**src/verilog/rtw_consts.vh**
```
// Constants for the third timer and wake-up timer control block
`ifndef RTW_CONSTS_VH
`define RTW_CONSTS_VH
// Register addresses
`define RTW_A_T3_CTRL 8'h1e
`define RTW_A_RLD_HI 8'h1f
`define RTW_A_RLD_LO 8'h20
`define RTW_A_CNT_HI 8'h21
`define RTW_A_CNT_LO 8'h22
`define RTW_A_WK_CTRL 8'h23
`define RTW_A_IRQ_STAT 8'h30
`define RTW_A_IRQ_CLR 8'h31
`define RTW_A_IRQ_EN 8'h32
`define RTW_A_CMD 8'h33
// Timer three control fields
`define RTW_T3_STOPRX 7
`define RTW_T3_START_HI 5
`define RTW_T3_START_LO 4
`define RTW_T3_AUTO 3
`define RTW_T3_CLK_HI 1
`define RTW_T3_CLK_LO 0
`define RTW_T3_CTRL_MASK 8'hbb
`define RTW_T3_CTRL_RST 8'h00
// Start modes
`define RTW_SM_NONE 2'b00
`define RTW_SM_TXEND 2'b01
`define RTW_SM_TRIM_NOUF 2'b10
`define RTW_SM_TRIM_UF 2'b11
// Wake-up control fields
`define RTW_WK_RUN 7
`define RTW_WK_QUAL 6
`define RTW_WK_CFG_HI 5
`define RTW_WK_CFG_RST 6'h00
// Command bits
`define RTW_CMD_START 0
`define RTW_CMD_STOP 1
// Interrupt bits
`define RTW_IRQ_UF 0
`define RTW_IRQ_RXSTOP 1
`define RTW_IRQ_W 2
// Carrier tick: clock rate and carrier rate in kHz
`define RTW_CLK_KHZ 17'd100000
`define RTW_CAR_KHZ 17'd13560
// 211.875 kHz is the carrier divided by 64
`define RTW_SLOW_DIV_MAX 6'h3f
// Low-frequency divider taps
`define RTW_DIV8_MAX 3'h7
`define RTW_DIV16_MAX 4'hf
`define RTW_DIV32_MAX 5'h1f
`endif

```
**src/verilog/rtw_tick_gen.v**
```verilog
// Carrier-rate and 211.875 kHz tick generator from the system clock
`timescale 1ns/100ps
`default_nettype none
`include "rtw_consts.vh"
module rtw_tick_gen (
   input wire clk_in, // System clock
   input wire rst_n_in, // Async reset, active low
   input wire ce_in, // Clock enable
   output reg car_tick_out, // One pulse per carrier period
   output reg slow_tick_out // One pulse per 64 carrier periods
);
   reg [16:0] acc_r;
   reg [5:0] div_r;
   wire [17:0] acc_sum;
   wire car_wrap;

   // Fractional accumulator: the mean rate is exact, jitter is one cycle
   assign acc_sum = {1'b0, acc_r} + {1'b0, `RTW_CAR_KHZ};
   assign car_wrap = acc_sum >= {1'b0, `RTW_CLK_KHZ};

   always @(posedge clk_in or negedge rst_n_in) begin
      if (!rst_n_in) begin
         acc_r <= 17'h0;
         div_r <= 6'h0;
         car_tick_out <= 1'b0;
         slow_tick_out <= 1'b0;
      end else if (ce_in) begin
         car_tick_out <= car_wrap;
         slow_tick_out <= car_wrap && (div_r == `RTW_SLOW_DIV_MAX);
         if (car_wrap) begin
            acc_r <= acc_sum[16:0] - `RTW_CLK_KHZ;
            div_r <= div_r + 6'h1;
         end else begin
            acc_r <= acc_sum[16:0];
         end
      end
   end
endmodule
`default_nettype wire

```
**src/verilog/rtw_timer3_wakeup.v**
```verilog
// Third down-counting timer and wake-up timer control with register port
//
// Added by the designer: the strobed register port.
`timescale 1ns/100ps
`default_nettype none
`include "rtw_consts.vh"
module rtw_timer3_wakeup (
   input wire clk_in, // System clock, 100 MHz
   input wire rst_n_in, // Async reset, active low
   input wire ce_in, // Clock enable, freezes all state when low
   input wire [7:0] addr_in, // Register address
   input wire [7:0] wdata_in, // Register write data
   input wire wr_in, // Write strobe
   input wire rd_in, // Read strobe
   output reg [7:0] rdata_out, // Read data, cycle after read strobe
   input wire t0_underflow_in, // Timer zero underflow pulse
   input wire t1_underflow_in, // Timer one underflow pulse
   input wire tx_end_in, // End of transmission pulse
   input wire rx_nibble_in, // First four bits received pulse
   input wire lfo_clk_in, // Low-frequency oscillator clock pin
   output reg t3_underflow_out, // Timer three underflow pulse
   output reg t3_running_out, // Timer three is counting
   output reg wk_running_out, // Wake-up timer running flag
   output reg [5:0] wk_cfg_out, // Wake-up control bits 5..0
   output reg wk_tick_out, // Wake-up timer count tick
   output reg irq_out // Interrupt, high while enabled status set
);
   // Picks one of four tick sources by a two-bit select
   function sel_tick;
      input [1:0] sel;
      input a;
      input b;
      input c;
      input d;
      begin
         case (sel)
            2'b00: sel_tick = a;
            2'b01: sel_tick = b;
            2'b10: sel_tick = c;
            default: sel_tick = d;
         endcase
      end
   endfunction

   reg [7:0] t3_ctrl_r;
   reg [7:0] rld_hi_r;
   reg [7:0] rld_lo_r;
   reg [15:0] cnt_r;
   reg [15:0] cnt_nxt;
   reg run_r;
   reg run_nxt;
   reg uf_nxt;
   reg rxstop_nxt;
   reg wk_run_r;
   reg [5:0] wk_cfg_r;
   reg [4:0] lfo_div_r;
   reg lfo_s1_r;
   reg lfo_s2_r;
   reg lfo_s3_r;
   reg [1:0] irq_stat_r;
   reg [1:0] irq_en_r;
   reg [1:0] stat_nxt;
   reg [1:0] en_nxt;
   reg [7:0] rdata_nxt;
   wire car_tick;
   wire slow_tick;
   wire lfo_rise;
   wire t3_tick;
   wire wk_tick;
   wire wr_cmd;
   wire sw_start;
   wire sw_stop;
   wire [1:0] start_mode;
   wire trimming;
   wire trim_edge;
   wire start_ev;

   rtw_tick_gen u_tick (
      .clk_in(clk_in),
      .rst_n_in(rst_n_in),
      .ce_in(ce_in),
      .car_tick_out(car_tick),
      .slow_tick_out(slow_tick)
   );

   // Second and third stages feed the edge detector; first stage feeds only the second
   assign lfo_rise = lfo_s2_r && !lfo_s3_r;

   assign start_mode = t3_ctrl_r[`RTW_T3_START_HI:`RTW_T3_START_LO];
   assign trimming = start_mode[1];
   assign t3_tick = sel_tick(t3_ctrl_r[`RTW_T3_CLK_HI:`RTW_T3_CLK_LO],
      car_tick, slow_tick, t0_underflow_in, t1_underflow_in);
   assign wr_cmd = wr_in && (addr_in == `RTW_A_CMD);
   assign sw_start = wr_cmd && wdata_in[`RTW_CMD_START];
   assign sw_stop = wr_cmd && wdata_in[`RTW_CMD_STOP];
   // Trimming toggles run state on each rising oscillator edge
   assign trim_edge = trimming && lfo_rise;
   assign start_ev = sw_start ||
      (start_mode == `RTW_SM_TXEND && tx_end_in) ||
      (trim_edge && !run_r);

   assign wk_tick = sel_tick(wk_cfg_r[1:0], lfo_rise,
      lfo_rise && lfo_div_r[2:0] == `RTW_DIV8_MAX,
      lfo_rise && lfo_div_r[3:0] == `RTW_DIV16_MAX,
      lfo_rise && lfo_div_r == `RTW_DIV32_MAX);

   // Timer three next state
   always @* begin
      cnt_nxt = cnt_r;
      run_nxt = run_r;
      uf_nxt = 1'b0;
      rxstop_nxt = 1'b0;
      if (start_ev) begin
         cnt_nxt = {rld_hi_r, rld_lo_r};
         run_nxt = 1'b1;
      end else if (sw_stop || (trim_edge && run_r)) begin
         run_nxt = 1'b0;
      end else if (run_r && t3_ctrl_r[`RTW_T3_STOPRX] && !trimming &&
            rx_nibble_in) begin
         run_nxt = 1'b0;
         rxstop_nxt = 1'b1;
      end else if (run_r && t3_tick) begin
         if (cnt_r == 16'h0) begin
            // Trim without underflow raises nothing; it reloads with auto, else stops at zero
            if (start_mode != `RTW_SM_TRIM_NOUF) begin
               uf_nxt = 1'b1;
            end
            if (t3_ctrl_r[`RTW_T3_AUTO]) begin
               cnt_nxt = {rld_hi_r, rld_lo_r};
            end else begin
               run_nxt = 1'b0;
            end
         end else begin
            cnt_nxt = cnt_r - 16'h1;
         end
      end
   end

   // Interrupt next state; a new event wins over a clear
   always @* begin
      stat_nxt = irq_stat_r;
      en_nxt = irq_en_r;
      if (wr_in && addr_in == `RTW_A_IRQ_CLR) begin
         stat_nxt = irq_stat_r & ~wdata_in[`RTW_IRQ_W-1:0];
      end
      if (wr_in && addr_in == `RTW_A_IRQ_EN) begin
         en_nxt = wdata_in[`RTW_IRQ_W-1:0];
      end
      stat_nxt[`RTW_IRQ_UF] = stat_nxt[`RTW_IRQ_UF] | uf_nxt;
      stat_nxt[`RTW_IRQ_RXSTOP] = stat_nxt[`RTW_IRQ_RXSTOP] | rxstop_nxt;
   end

   // Read mux; count bytes are live, software must not read during
   // reception since the two bytes are not captured together
   always @* begin
      rdata_nxt = 8'h00;
      case (addr_in)
         `RTW_A_T3_CTRL: rdata_nxt = t3_ctrl_r & `RTW_T3_CTRL_MASK;
         `RTW_A_RLD_HI: rdata_nxt = rld_hi_r;
         `RTW_A_RLD_LO: rdata_nxt = rld_lo_r;
         `RTW_A_CNT_HI: rdata_nxt = cnt_r[15:8];
         `RTW_A_CNT_LO: rdata_nxt = cnt_r[7:0];
         `RTW_A_WK_CTRL: rdata_nxt = {wk_run_r, 1'b0, wk_cfg_r};
         `RTW_A_IRQ_STAT: rdata_nxt = {6'h00, irq_stat_r};
         `RTW_A_IRQ_EN: rdata_nxt = {6'h00, irq_en_r};
         default: rdata_nxt = 8'h00;
      endcase
   end

   always @(posedge clk_in or negedge rst_n_in) begin
      if (!rst_n_in) begin
         t3_ctrl_r <= `RTW_T3_CTRL_RST;
         rld_hi_r <= 8'h00;
         rld_lo_r <= 8'h00;
         cnt_r <= 16'h0000;
         run_r <= 1'b0;
         wk_run_r <= 1'b0;
         wk_cfg_r <= `RTW_WK_CFG_RST;
         lfo_div_r <= 5'h00;
         lfo_s1_r <= 1'b0;
         lfo_s2_r <= 1'b0;
         lfo_s3_r <= 1'b0;
         irq_stat_r <= 2'b00;
         irq_en_r <= 2'b00;
         rdata_out <= 8'h00;
         t3_underflow_out <= 1'b0;
         t3_running_out <= 1'b0;
         wk_running_out <= 1'b0;
         wk_cfg_out <= `RTW_WK_CFG_RST;
         wk_tick_out <= 1'b0;
         irq_out <= 1'b0;
      end else if (ce_in) begin
         lfo_s1_r <= lfo_clk_in;
         lfo_s2_r <= lfo_s1_r;
         lfo_s3_r <= lfo_s2_r;
         if (wr_in) begin
            case (addr_in)
               `RTW_A_T3_CTRL:
                  t3_ctrl_r <= wdata_in & `RTW_T3_CTRL_MASK;
               // Reload bytes never touch the live counter
               `RTW_A_RLD_HI: rld_hi_r <= wdata_in;
               `RTW_A_RLD_LO: rld_lo_r <= wdata_in;
               `RTW_A_WK_CTRL: begin
                  wk_cfg_r <= wdata_in[`RTW_WK_CFG_HI:0];
                  if (wdata_in[`RTW_WK_QUAL]) begin
                     wk_run_r <= wdata_in[`RTW_WK_RUN];
                  end
               end
               default: wk_run_r <= wk_run_r;
            endcase
         end
         // Divider restarts while stopped so the first period is whole
         if (!wk_run_r) begin
            lfo_div_r <= 5'h00;
         end else if (lfo_rise) begin
            lfo_div_r <= lfo_div_r + 5'h01;
         end
         cnt_r <= cnt_nxt;
         run_r <= run_nxt;
         irq_stat_r <= stat_nxt;
         irq_en_r <= en_nxt;
         if (rd_in) begin
            rdata_out <= rdata_nxt;
         end else begin
            rdata_out <= 8'h00;
         end
         t3_underflow_out <= uf_nxt;
         t3_running_out <= run_nxt;
         wk_running_out <= wk_run_r;
         wk_cfg_out <= wk_cfg_r;
         wk_tick_out <= wk_run_r && wk_tick;
         irq_out <= |(stat_nxt & en_nxt);
      end
   end
endmodule
`default_nettype wire

```
**config.mk**
```make
export PLATFORM = sky130hd
export DESIGN_NAME = rtw_timer3_wakeup
export DESIGN_NICKNAME = d
export VERILOG_FILES = /design/src/verilog/rtw_tick_gen.v /design/src/verilog/rtw_timer3_wakeup.v
export VERILOG_INCLUDE_DIRS = /design/src /design/src/verilog
export SDC_FILE = /design/constraint.sdc
export NUM_CORES = 1
export LEC_CHECK = 0
export BUFFER_PORTS_ARGS = -buffer_cell sky130_fd_sc_hd__buf_2
export CAP_MARGIN = 15
export CORE_MARGIN = 1
export CORE_UTILIZATION = 55
export DETAILED_ROUTE_END_ITERATION = 8
export PLACE_DENSITY_LB_ADDON = 0.2
export SYNTH_ARGS = -nofsm -noshare
export SYNTH_HDL_FRONTEND = slang
export SYNTH_SLANG_ARGS = --single-unit
export TNS_END_PERCENT = 5
```
**constraint.sdc**
```tcl
create_clock -name clk_in -period 3.1 [get_ports clk_in]
set_input_delay 0.93 -clock clk_in [delete_from_list [all_inputs] [get_ports clk_in]]
set_output_delay 0.93 -clock clk_in [all_outputs]
set_load 0.005 [all_outputs]
```
==> impl_metrics.yaml <==
worst_setup_path:
  reg2reg_slack_ps: 180
  cp-start-kind: "flip-flop"
  worst-path-buf-inv: 0
  end_kind: "flip-flop"
  cp_top_family: "simple AND/OR/NAND/NOR gates"
  path_class: "reg2reg"
  crit_arrival_ps: 3220
  cpPeakStageDelay_ps: 520
  crit_chain: "or3_4 -> nor3_1 -> nor4b_2 -> a211oi_4 -> a31oi_4 -> o21ai_0 -> nor3b_1 -> xnor2_1"
  cp.required_ps: 3400
  crit_slowest_cell: "dfrtp_1"
  path_max_fanout: 9
clocking:
  cts_buffer_depth: 2
  cts_sinks: 98
  clk_latency_ps: 380
  cts_buffers: 9
  cts_tree: "yes"
  clk_pin_slew_ps: 90
  clock-root-buffer: "clkbuf_8"
  h-tree-depth: 3
logic_synthesis:
  ys_ff_latch: 98
  ys.flop_type: "dfrtp_1"
  synth_simple_gate_area_share_pct: 17.46
  synth_xor_area_share_pct: 2.939
  postSynthCellCount: 613
  yosysSeqAreaShare_pct: 41.44
  synth_compound_area_share_pct: 19.64
  muxShareOfSynthArea_pct: 11.29
  synth_warnings: 0
  synth_fp_nets: 652
  synth.avg_cell_area_um2: 9.654
  ys_types: 82
  synth_top_family_by_area: "compound AO/OA/AOI/OAI gates"
  synth_area_mm2: 0.005918
  synthArstFlopShare_pct: 100.0
  synth-edff-count: 0
  synthAdderAreaFrac_pct: 2.748
detailed_routing:
  firstDrtPassIters: 5
  wire_per_inst_um: 18.70
  drtAntennaViolNets: 0
  drtIter0Drc: 480
  num_vias: 5020
  vias_per_cell: 6.244
  routed_wl_um: 15030
  drc: 0
layout:
  layout-drive-gt1-share_pct: 24.10
  areaGrowthSynthToFinish_pct: 10.53
  multiInputGateArea_mm2: 0.003223
  final_common_cell: "dfrtp_1"
  final_util_pct: 63.08
  regArea_mm2: 0.002452
  nFillCells: 901
  fin_nets: 703
  diodes: 0
  most-common-layout-cells: "98 x dfrtp_1, 53 x o21ai_0, 49 x nor2_1"
min_path:
  hold_class: "reg2reg"
sta:
  grt_setup_unrepaired: "no"
  min_period_ps: 2917
  fmax_mhz: 342.8
  final.period_utilization_pct: 94.10
  fin_skew_ps: 8.838
  slew_viol_final: 0
  worst_slew_pin_slew_ps: 776.0
  setup_slack_ps: 182.9
  finalHoldViolations: 0
  setup_violations: 0
  fin_tns_setup_ps: 0
  slew_headroom_pct: 46.93
place:
  dp_hpwl_um: 11050
  port_buffers: 44
  place_ws_ps: 118.4
  gp_congestion: 0.9333
floorplanning:
  io_pins: 45
  core_area_mm2: 0.01037
  die_h_um: 105.7
  die_w_um: 105.7
  start_util_pct: 57.07
  die-area_mm2: 0.01118
  rows: 37
power_and_ir_drop:
  ir_worst_vdd_v: 0.0003782
  leakagePower_nw: 2.921
  p_per_area_mw_per_mm2: 763.5
run:
  drv_cap: 0
global_routing:
  grt_usage_pct: 28.80
  grt_max_degree: 56
  grt_pass1_vias: 4954
  gr-total-overflow: 0
  antenna_found_initial: 0
  grt_first_pass_wirelength_um: 24850
run_status:
  status: "finished clean"
Yosys cell counts, types with 2 or more instances:
library cell | count | area, µm²
o211ai_1 | 3 | 22.52
o21ai_1 | 2 | 10.01
buf_4 | 2 | 15.01
or2_4 | 3 | 26.28
o2111ai_1 | 2 | 17.52
mux2_2 | 44 | 495.5
nand4_1 | 8 | 50.05
or2_2 | 3 | 18.77
or3_1 | 4 | 25.02
o21ai_2 | 4 | 35.03
nor2_1 | 50 | 187.7
nand2_1 | 43 | 161.4
nor4_1 | 5 | 31.28
inv_1 | 23 | 86.33
nand3_1 | 24 | 120.1
nor3_1 | 21 | 105.1
dfrtp_1 | 98 | 2452
buf_1 | 3 | 11.26
a31oi_1 | 7 | 43.79
xor2_1 | 5 | 43.79
o21a_1 | 3 | 22.52
ha_1 | 13 | 162.7
nand2b_1 | 4 | 25.02
a31o_2 | 3 | 26.28
buf_6 | 5 | 56.30
clkbuf_1 | 16 | 60.06
nand4b_1 | 2 | 17.52
a221o_1 | 2 | 20.02
o2bb2ai_1 | 9 | 78.83
mux2i_1 | 15 | 150.1
o311ai_0 | 2 | 17.52
o21ai_0 | 53 | 265.3
and3_1 | 6 | 37.54
xnor2_1 | 13 | 113.9
and2_1 | 3 | 18.77
o22ai_1 | 8 | 50.05
o31ai_1 | 2 | 15.01
a221oi_1 | 6 | 52.55
nor3b_1 | 5 | 37.54
a31o_1 | 3 | 26.28
a22o_1 | 4 | 35.03
a22oi_1 | 6 | 45.04
a21oi_1 | 34 | 170.2
clkbuf_2 | 2 | 10.01
a21o_1 | 3 | 22.52
cell families after synthesis:
family | after synthesis
adders and majority gates | 13
muxes | 60
AOI/OAI and AO/OA | 172
and+or+nand+nor | 197
xor gates and xnor gates | 19
DFF | 98
buffers and inverters | 54
timing repair:
item / CTS / global route
gates resized for setup: 0 / 4
endpoints found under the hold margin: 0 / 0
setup buffers: 0 / 0
hold buffers: 0 / 0
endpoints found under the setup margin: 0 / 12
metal layers:
layer	up-vias	share of wire, %	global-route usage [%]
met1	2458	43	37.40
met3	40	4.8	4.762
met4	0	3.5	15.18
li1	2365	-	-
met2	157	49	46.27
met5	-	0	0
worst paths after layout:
check	start	endpoint	cells after the start
min reg2reg	u_tick.div_r[5]	u_tick.div_r[5]	1
max reg2reg	u_tick.acc_r[5]	u_tick.acc_r[5]	8
max	u_tick.acc_r[5]	u_tick.acc_r[5]	8
min in group asynchronous	rst_n_in	lfo_s1_r	1
min	u_tick.div_r[5]	u_tick.div_r[5]	1
max in group asynchronous	rst_n_in	cnt_r[10]	2
registers in the layout (all words and copies together), names as in the netlist, 2 cells and up:
signal        cells
u_tick.div_r      6
rdata_out         8
wk_cfg_out        6
wk_cfg_r          6
irq_stat_r        2
lfo_div_r         5
rld_lo_r          8
rld_hi_r          8
u_tick.acc_r     14
cnt_r            16
irq_en_r          2
t3_ctrl_r         6
area by class of cell:
type,count,area share (%)
repair buffers,71,6.886
flip-flops and latches,98,37.49
inverters,23,1.320
well taps,136,2.601
clock inverters,5,0.4782
clock buffers,10,1.951
multi-input cells,461,49.27
power by group:
part,switching (W),leakage [nW],internal [W]
Sequential,0.000347,1.27,0.00152
Combinational,0.00140,1.57,0.000990
Clock,0.000448,0.0823,0.000286
Total,0.00220,2.92,0.00280
through the flow:
step | hold WS, ps | total power, W | cells | area [µm²]
2_1_floorplan | 442.0 | 0.003606 | 613 | 5918
3_3_place_gp | 464.4 | 0.004116 | 789 | 6360
3_5_place_dp | 468.5 | 0.004188 | 789 | 6360
4_1_cts | 488.4 | 0.004938 | 804 | 6519
5_1_grt | 509.7 | 0.005363 | 804 | 6541
6_report | 485.2 | 0.004994 | 804 | 6541
Power figures use the tool's default switching activity.
